**config.mk**
```make
export PLATFORM = sky130hd
export DESIGN_NAME = mpc_top
export DESIGN_NICKNAME = d
export VERILOG_FILES = /design/src/core/mpc_pkg.sv /design/src/core/mpc_monitor.sv /design/src/core/mpc_top.sv
export SDC_FILE = /design/constraint.sdc
export NUM_CORES = 1
export LEC_CHECK = 0
export ABC_AREA = 1
export BUFFER_PORTS_ARGS = -buffer_cell sky130_fd_sc_hd__buf_2
export CORE_MARGIN = 4
export CORE_UTILIZATION = 35
export CTS_BUF_LIST = sky130_fd_sc_hd__clkbuf_16
export DETAILED_ROUTE_END_ITERATION = 10
export GPL_ROUTABILITY_DRIVEN = 1
export PLACE_DENSITY = 0.52
export SKIP_CTS_REPAIR_TIMING = 1
export SYNTH_ARGS = -nofsm -noshare
export SYNTH_HDL_FRONTEND = slang
export SYNTH_SLANG_ARGS = --single-unit
```
**constraint.sdc**
```tcl
create_clock -name clk -period 3.3 [get_ports clk]
set_input_delay 0.165 -clock clk [delete_from_list [all_inputs] [get_ports clk]]
set_output_delay 0.165 -clock clk [all_outputs]
set_load 0.005 [all_outputs]
```
**src/core/mpc_pkg.sv**
```systemverilog
//------------------------------------------------------------------------------
//------------------------------------------------------------------------------
package mpc_pkg;
  // register addresses and eeprom boot locations
  localparam logic [7:0]  PIN_FUNC_ADDR   = 8'h0D;
  localparam logic [7:0]  MON_DELAY_ADDR  = 8'h0E;
  localparam logic [15:0] PIN_FUNC_EE     = 16'h810D;
  localparam logic [15:0] MON_DELAY_EE    = 16'h810E;
  localparam logic [7:0]  PIN_FUNC_RST    = 8'h01;
  localparam logic [7:0]  MON_DELAY_RST   = 8'h00;
  // pin_function_config fields
  localparam int PSON_SRC_BIT   = 7;
  localparam int BLANK_MODE_BIT = 4;
  localparam int SUPERVISE_INPUT_FIRST_LSB       = 1;
  localparam int SERIAL_BIT     = 0;
  // monitor_delay_config fields
  localparam int SUPERVISE_INPUT_SECOND_LSB       = 5;
  localparam int SUPERVISE_INPUT_THIRD_LSB       = 2;
  localparam int DELAY_LSB      = 0;
  // monitor mode codes
  localparam logic [2:0] MODE_LINE0 = 3'h0;
  localparam logic [2:0] MODE_LINE1 = 3'h1;
  localparam logic [2:0] MODE_POV   = 3'h2;
  localparam logic [2:0] MODE_PUV   = 3'h3;
  localparam logic [2:0] MODE_NOV   = 3'h4;
  localparam logic [2:0] MODE_NUV   = 3'h5;
  localparam logic [2:0] MODE_FLAG  = 3'h6;
  localparam logic [2:0] MODE_INV   = 3'h7;
  // output-good delay choices in ms
  localparam logic [10:0] DLY_MS_00 = 11'd400;
  localparam logic [10:0] DLY_MS_01 = 11'd200;
  localparam logic [10:0] DLY_MS_10 = 11'd800;
  localparam logic [10:0] DLY_MS_11 = 11'd1600;
  // clock rate and millisecond tick
  localparam int CLK_HZ       = 50000000;
  localparam int MS_PER_S     = 1000;
  localparam int TICK_CYCLES  = CLK_HZ / MS_PER_S;
  // boot loader states, gray along the path
  typedef enum logic [1:0] {
    BOOT_PIN   = 2'h0,
    BOOT_DELAY = 2'h1,
    BOOT_RUN   = 2'h3
  } mpc_boot_t;
  // delay field to milliseconds
  function automatic logic [10:0] dly_ms(input logic [1:0] code);
    unique case (code)
      2'h0: dly_ms = DLY_MS_00;
      2'h1: dly_ms = DLY_MS_01;
      2'h2: dly_ms = DLY_MS_10;
      2'h3: dly_ms = DLY_MS_11;
    endcase
  endfunction
endpackage

```
**src/core/mpc_monitor.sv**
```systemverilog
`timescale 1ns/1ps
module mpc_monitor (
  // clock and reset
  input  wire logic       clk,
  input  wire logic       rst_n,
  // mode and line-sense sense of truth
  input  wire logic [2:0] mode,
  input  wire logic       line_true_low,
  // synchronised pin level and comparator levels
  input  wire logic       pin_hi,
  input  wire logic       above_115,
  input  wire logic       above_125,
  input  wire logic       above_135,
  // monitor results
  output logic            flag,
  output logic            ov,
  output logic            uv
);
  logic high_ff;
  logic nxt_high;
  wire  upper_band = (mode == mpc_pkg::MODE_PUV) || (mode == mpc_pkg::MODE_NOV);
  wire  over_hi    = upper_band ? above_135 : above_125;
  wire  over_lo    = upper_band ? above_125 : above_115;
  wire  line_mode  = (mode == mpc_pkg::MODE_LINE0) || (mode == mpc_pkg::MODE_LINE1);
  wire  line_flag  = line_true_low ? ~pin_hi : pin_hi;

  // hysteresis: set above the high threshold, clear below the low one
  assign nxt_high = over_hi ? 1'b1 : (over_lo ? high_ff : 1'b0);

  always_ff @(posedge clk or negedge rst_n) begin
    if (!rst_n) begin
      high_ff <= 1'b0;
    end else begin
      high_ff <= nxt_high;
    end
  end

  // outputs decode straight from the mode field
  always_comb begin
    flag = high_ff;
    ov   = 1'b0;
    uv   = 1'b0;
    unique case (mode)
      mpc_pkg::MODE_LINE0, mpc_pkg::MODE_LINE1: flag = line_flag;
      mpc_pkg::MODE_POV:  ov = high_ff;
      mpc_pkg::MODE_PUV:  uv = ~high_ff;
      mpc_pkg::MODE_NOV:  ov = ~high_ff;
      mpc_pkg::MODE_NUV:  uv = high_ff;
      mpc_pkg::MODE_FLAG: flag = high_ff;
      mpc_pkg::MODE_INV:  flag = ~high_ff;
    endcase
  end
endmodule

```
**src/core/mpc_top.sv**
```systemverilog
`timescale 1ns/1ps
module mpc_top #(
  parameter int TICK_CYCLES = mpc_pkg::TICK_CYCLES
) (
  // clock and reset
  input  wire logic        clk,
  input  wire logic        resetn,
  // register access
  input  wire logic        reg_wr,
  input  wire logic        reg_rd,
  input  wire logic [7:0]  reg_addr,
  input  wire logic [7:0]  reg_wdata,
  output logic      [7:0]  reg_rdata,
  output logic             reg_ready,
  // eeprom boot read port
  output logic             ee_rd_req,
  output logic      [15:0] ee_rd_addr,
  input  wire logic        ee_rd_valid,
  input  wire logic [7:0]  ee_rd_data,
  // monitor pins and comparators, index 0 is monitor one
  input  wire logic [2:0]  mon_pin_level,
  input  wire logic [2:0]  mon_above_115,
  input  wire logic [2:0]  mon_above_125,
  input  wire logic [2:0]  mon_above_135,
  // monitor results
  output logic      [2:0]  mon_flag,
  output logic      [2:0]  mon_ov,
  output logic      [2:0]  mon_uv,
  // power control
  input  wire logic        host_power_on_bit,
  input  wire logic        line_power_good,
  input  wire logic        output_good_request,
  output logic             power_on_request,
  output logic             blank_start,
  output logic             output_power_good,
  // serial pins
  input  wire logic        sda_in,
  output logic             sda_out,
  output logic             sda_oe,
  input  wire logic        scl_in,
  output logic             scl_out,
  output logic             scl_oe,
  output logic             serial_pins_mode
);
  //----------------------------------------------------------------------------
  // reset and input synchronisers
  //----------------------------------------------------------------------------
  logic [1:0]  rst_sync_ff;
  logic [13:0] in_meta_ff;
  logic [13:0] in_sync_ff;
  wire         rst_n = rst_sync_ff[1];
  wire  [13:0] in_raw = {mon_pin_level, mon_above_115, mon_above_125, mon_above_135,
                         scl_in, line_power_good};

  // reset release through two flops
  always_ff @(posedge clk or negedge resetn) begin
    if (!resetn) begin
      rst_sync_ff <= 2'h0;
    end else begin
      rst_sync_ff <= {rst_sync_ff[0], 1'b1};
    end
  end

  // two-flop synchroniser for the monitor, scl and line-good pin levels
  always_ff @(posedge clk or negedge rst_n) begin
    if (!rst_n) begin
      in_meta_ff <= 14'h0002;  // scl idles high, no false fall after reset
      in_sync_ff <= 14'h0002;  // scl idles high, no false fall after reset
    end else begin
      in_meta_ff <= in_raw;
      in_sync_ff <= in_meta_ff;
    end
  end

  wire [2:0] pin_s   = in_sync_ff[13:11];
  wire [2:0] a115_s  = in_sync_ff[10:8];
  wire [2:0] a125_s  = in_sync_ff[7:5];
  wire [2:0] a135_s  = in_sync_ff[4:2];
  wire       scl_s   = in_sync_ff[1];
  wire       lgood_s = in_sync_ff[0];

  //----------------------------------------------------------------------------
  // boot load and register file
  //----------------------------------------------------------------------------
  mpc_pkg::mpc_boot_t boot_ff;
  mpc_pkg::mpc_boot_t nxt_boot;
  logic [7:0] pin_func_ff;
  logic [7:0] mon_delay_ff;
  logic [7:0] rdata_ff;
  wire        booting   = (boot_ff != mpc_pkg::BOOT_RUN);
  wire        ld_pin    = (boot_ff == mpc_pkg::BOOT_PIN) && ee_rd_valid;
  wire        ld_delay  = (boot_ff == mpc_pkg::BOOT_DELAY) && ee_rd_valid;
  wire        wr_pin    = reg_wr && !booting && (reg_addr == mpc_pkg::PIN_FUNC_ADDR);
  wire        wr_delay  = reg_wr && !booting && (reg_addr == mpc_pkg::MON_DELAY_ADDR);
  wire [7:0]  rd_mux    = (reg_addr == mpc_pkg::PIN_FUNC_ADDR)  ? pin_func_ff :
                          (reg_addr == mpc_pkg::MON_DELAY_ADDR) ? mon_delay_ff : 8'h00;

  // boot walks the two eeprom locations in order
  always_comb begin
    nxt_boot = boot_ff;
    unique case (boot_ff)
      mpc_pkg::BOOT_PIN:   if (ee_rd_valid) nxt_boot = mpc_pkg::BOOT_DELAY;
      mpc_pkg::BOOT_DELAY: if (ee_rd_valid) nxt_boot = mpc_pkg::BOOT_RUN;
      mpc_pkg::BOOT_RUN:   nxt_boot = mpc_pkg::BOOT_RUN;
      default:             nxt_boot = mpc_pkg::BOOT_PIN;
    endcase
  end

  assign ee_rd_req  = booting;
  assign ee_rd_addr = (boot_ff == mpc_pkg::BOOT_PIN) ? mpc_pkg::PIN_FUNC_EE
                                                     : mpc_pkg::MON_DELAY_EE;
  assign reg_ready  = !booting;
  assign reg_rdata  = rdata_ff;

  // state and registers
  always_ff @(posedge clk or negedge rst_n) begin
    if (!rst_n) begin
      boot_ff      <= mpc_pkg::BOOT_PIN;
      pin_func_ff  <= mpc_pkg::PIN_FUNC_RST;
      mon_delay_ff <= mpc_pkg::MON_DELAY_RST;
      rdata_ff     <= 8'h00;
    end else begin
      boot_ff <= nxt_boot;
      if (ld_pin || wr_pin) begin
        pin_func_ff <= ld_pin ? ee_rd_data : reg_wdata;
      end
      if (ld_delay || wr_delay) begin
        mon_delay_ff <= ld_delay ? ee_rd_data : reg_wdata;
      end
      if (reg_rd) begin
        rdata_ff <= rd_mux;
      end
    end
  end

  //----------------------------------------------------------------------------
  // monitors
  //----------------------------------------------------------------------------
  wire [2:0] mode_1 = pin_func_ff[mpc_pkg::SUPERVISE_INPUT_FIRST_LSB +: 3];
  wire [2:0] mode_2 = mon_delay_ff[mpc_pkg::SUPERVISE_INPUT_SECOND_LSB +: 3];
  wire [2:0] mode_3 = mon_delay_ff[mpc_pkg::SUPERVISE_INPUT_THIRD_LSB +: 3];
  wire [8:0] modes  = {mode_3, mode_2, mode_1};
  wire [2:0] true_low = {(mode_3 == mpc_pkg::MODE_LINE0), 2'b00};

  // one decoder per monitor pin, fed straight from the live mode fields
  genvar gi;
  generate
    for (gi = 0; gi < 3; gi++) begin : g_mon
      mpc_monitor u_mon (
        .clk           (clk),
        .rst_n         (rst_n),
        .mode          (modes[gi*3 +: 3]),
        .line_true_low (true_low[gi]),
        .pin_hi        (pin_s[gi]),
        .above_115     (a115_s[gi]),
        .above_125     (a125_s[gi]),
        .above_135     (a135_s[gi]),
        .flag          (mon_flag[gi]),
        .ov            (mon_ov[gi]),
        .uv            (mon_uv[gi])
      );
    end
  endgenerate

  //----------------------------------------------------------------------------
  // power-on source, blanking start, serial pin role
  //----------------------------------------------------------------------------
  logic lgood_d_ff;
  logic scl_d_ff;
  wire  pson_pin   = (mode_3 == mpc_pkg::MODE_LINE0 || mode_3 == mpc_pkg::MODE_LINE1)
                     && mon_flag[2];
  wire  blank_line = pin_func_ff[mpc_pkg::BLANK_MODE_BIT];
  wire  line_rise  = lgood_s && !lgood_d_ff;
  wire  scl_fall   = !scl_s && scl_d_ff;

  assign serial_pins_mode = pin_func_ff[mpc_pkg::SERIAL_BIT];
  assign power_on_request = pin_func_ff[mpc_pkg::PSON_SRC_BIT] ? host_power_on_bit
                                                               : pson_pin;
  assign blank_start = blank_line ? line_rise : (scl_fall && serial_pins_mode);
  // link outputs drive the serial pins only outside bus mode
  assign sda_oe  = !serial_pins_mode;
  assign scl_oe  = !serial_pins_mode;
  assign sda_out = power_on_request;
  assign scl_out = lgood_s;

  // edge history
  always_ff @(posedge clk or negedge rst_n) begin
    if (!rst_n) begin
      lgood_d_ff <= 1'b0;
      scl_d_ff   <= 1'b1;
    end else begin
      lgood_d_ff <= lgood_s;
      scl_d_ff   <= scl_s;
    end
  end

  //----------------------------------------------------------------------------
  // output-good turn-on delay
  //----------------------------------------------------------------------------
  logic [16:0] tick_cnt_ff;
  logic [10:0] ms_cnt_ff;
  logic        good_ff;
  wire  [10:0] dly_target = mpc_pkg::dly_ms(mon_delay_ff[mpc_pkg::DELAY_LSB +: 2]);
  wire         tick       = (tick_cnt_ff == 17'(TICK_CYCLES - 1));
  wire         dly_done   = (ms_cnt_ff >= dly_target);

  assign output_power_good = good_ff;

  // millisecond tick and count while the request stands
  always_ff @(posedge clk or negedge rst_n) begin
    if (!rst_n) begin
      tick_cnt_ff <= 17'h00000;
      ms_cnt_ff   <= 11'h000;
      good_ff     <= 1'b0;
    end else if (!output_good_request) begin
      tick_cnt_ff <= 17'h00000;
      ms_cnt_ff   <= 11'h000;
      good_ff     <= 1'b0;
    end else begin
      tick_cnt_ff <= tick ? 17'h00000 : tick_cnt_ff + 17'h00001;
      if (tick && !dly_done) begin
        ms_cnt_ff <= ms_cnt_ff + 11'h001;
      end
      good_ff <= dly_done;
    end
  end
endmodule

```
==> impl_metrics.json <==
{
  "clock_skew_ns": 0.00854,
  "worst_slew_pin_slew_ns": 0.842,
  "antenna_found_initial": 0,
  "p_switching_uw": 927,
  "grt_max_degree": 47,
  "worst-r2r-cell-count": 11,
  "numCtsBuffers": 9,
  "timing.slew.headroom_pct": 43.7,
  "drv_cap": 0,
  "grt_pass1_vias": 3770,
  "place_area_sq_um": 5170,
  "start_util_pct": 35.9,
  "yosysWarnings": 0,
  "io_buffers": 73,
  "pwr-share-clk_pct": 33.4,
  "hold_path_depth": 3,
  "rsz0062_at_grt": "no",
  "final_cell_mix": "nand2_1 (173), dfrtp_1 (85), nand3_1 (78)",
  "vias": 4039,
  "drt-pass1-iter-count": 5,
  "ys_seq_area_share_pct": 47.3,
  "hpwl_mm": 7.84,
  "drive_gt1_share_pct": 14.9,
  "nets": 744,
  "core-area_sq_um": 13300,
  "globalplace.congestion": 0.847,
  "design_area_sq_um": 5610,
  "viasPerCell": 4.65,
  "seq_area_sq_um": 2260,
  "drt_iter0_markers": 247,
  "clock_latency_ns": 0.35,
  "multiInputGateArea_sq_um": 2060,
  "grt.overflow.total": 0,
  "leakage_uw": 0.00293,
  "p_int_uw": 2060,
  "cts_root_buf": "clkbuf_16",
  "die_area_sq_um": 15600,
  "synth_cells": 613,
  "clock-sinks": 90,
  "drv_slew": 0,
  "yosys-top-cells-area": "dfrtp_1 (45%), nand2_1 (14%), nand3_1 (8.2%), nor2_1 (5.2%), inv_1 (5.0%)",
  "pwr-share-seq_pct": 46.1,
  "netlist_area_sq_um": 4770,
  "fillCellCount": 1361,
  "fin_setup_tns_ns": 0,
  "ir_drop_mv": 0.295,
  "fmax_mhz": 495,
  "synth_top_area_share_pct": 45.1,
  "clockBufferDepth": 2,
  "num_rows": 42,
  "hold_viol": 0,
  "status": "complete, no violations",
  "tritoncts": "yes",
  "p_total_uw": 2990,
  "postLayoutCoreUtil_pct": 42.2,
  "start_kind": "flip-flop",
  "route.detailed.drc": 0,
  "io_pins": 89,
  "netSwitchingFraction_pct": 31.0,
  "wire_per_inst_um": 12.4,
  "syn-mean-instance-area_sq_um": 7.79,
  "layout_commonest_cell": "nand2_1",
  "die_h_um": 125,
  "die_x_um": 125,
  "ys_ff_latch": 90,
  "grt_use_total_pct": 14.3,
  "drt-total-wl_mm": 10.7,
  "grt_pass1_wl_mm": 18.1,
  "syn_to_final_growth_pct": 17.5,
  "fin_crit_ns": 2.02,
  "cp.arrival_ns": 2.26,
  "combPwrFrac_pct": 20.5,
  "setup_viol": 0,
  "antenna_cells": 0,
  "path_clk_slew_ns": 0.06,
  "required_ns": 3.54,
  "ys_types": 35,
  "final_antenna_net_count": 0,
  "yosys.area.top_type": "dfrtp_1",
  "min_path_type": "in2reg",
  "critPathCaptureType": "flip-flop",
  "post-route-period-util_pct": 61.3,
  "cts.htree.levels": 3,
  "power.density_nw_per_um2": 533,
  "critPathMaxFanout": 11,
  "crit_type": "reg2reg"
}
## flip-flops by register name, summed over array words and instances (netlist names)
register / count
boot_ff: 2
ms_cnt_ff: 11
lgood_d_ff: 1
in_sync_ff: 14
scl_d_ff: 1
output_power_good: 1
rst_sync_ff: 2
pin_func_ff: 8
reg_rdata: 8
g_mon.u_mon.high_ff: 3
in_meta_ff: 14
mon_delay_ff: 8
tick_cnt_ff: 17
## cell usage after synthesis
master / n
nor4_4: 2
nand3_1: 78
or2_2: 2
nand4_1: 7
o21ai_1: 1
a22oi_1: 2
dfrtp_1: 86
o211ai_1: 3
o21ai_0: 30
a21oi_1: 10
o21a_1: 1
clkbuf_1: 11
clkinv_1: 1
inv_1: 64
nand2_1: 173
ha_1: 11
nand2_2: 2
conb_1: 2
buf_6: 1
xor2_1: 7
o31ai_1: 2
a21o_1: 2
nor3b_1: 1
nor3_4: 1
buf_4: 26
buf_1: 1
o32ai_1: 2
nor4_1: 1
nor3_1: 5
nor2_1: 66
dfstp_2: 4
xnor2_1: 3
nand3b_1: 1
nand3_2: 2
buf_2: 2
## path summary, 6_finish.rpt
kind                       slack, ns        endpoint            start
setup / recovery                1.28    ms_cnt_ff[1]  mon_delay_ff[0]
hold / removal                  0.07      boot_ff[1]      ee_rd_valid
setup reg to reg                1.28    ms_cnt_ff[1]  mon_delay_ff[0]
hold reg to reg                 0.34  pin_func_ff[1]   rst_sync_ff[1]
max in group asynchronous       2.15   in_meta_ff[1]   rst_sync_ff[1]
min in group asynchronous       0.13  rst_sync_ff[1]           resetn
## worst max-delay path, cell delays in order, from the launching register on
cell,delay (ns)
dfrtp_1,0.45
inv_1,0.14
nand2_1,0.08
ha_1,0.31
nand2_1,0.08
nand2_1,0.05
nand2_1,0.07
nand3_1,0.07
nand2_1,0.06
nand3_1,0.35
nand3_1,0.19
nand2_1,0.07
## power by group through the flow
stage               logic (uW)  registers, uW  clock network [uW]
floorplan                  521           1350                   0
global placement           595           1400                   0
detailed placement         606           1400                   0
CTS                        609           1380                1040
global route               719           1410                1080
finish                     613           1380                 999
## metrics by stage
stage | setup slack [ns] | hold WS [ns] | std cells
CTS | 1.26 | -0.425 | 853
global route | 1.06 | 0.0862 | 868
global placement | 1.28 | -0.0498 | 837
finish | 1.28 | 0.0715 | 868
floorplan | 0.615 | -0.131 | 626
detailed placement | 1.26 | -0.0491 | 837
## final cells by class
type / count / share of cell area [%]
flip-flops and latches: 90 / 40.3
clock buffers: 9 / 4.01
well taps: 176 / 3.93
clock inverters: 7 / 1.09
multi-input cells: 430 / 36.7
inverters: 65 / 4.35
repair buffers: 91 / 9.59
## metal layers
metal / up-vias / part of all wire (%) / GRT usage [%]
li1: 2075 / - / -
met1: 1866 / 47 / 18.7
met2: 86 / 45 / 22.2
met3: 12 / 5.8 / 4.80
met4: 0 / 1.4 / 5.22
met5: - / 0 / 0
## logic make-up after synthesis
logic type	share of synthesized area, %
AO/OA/AOI/OAI	6.24
XOR/XNOR	1.83
adder cells (fa/ha/maj)	2.88
buffers and inverters	10.6
flip-flops	47.3
other	0.157
AND/OR/NAND/NOR	31.0
No activity file was read; power rests on OpenSTA's default activity.
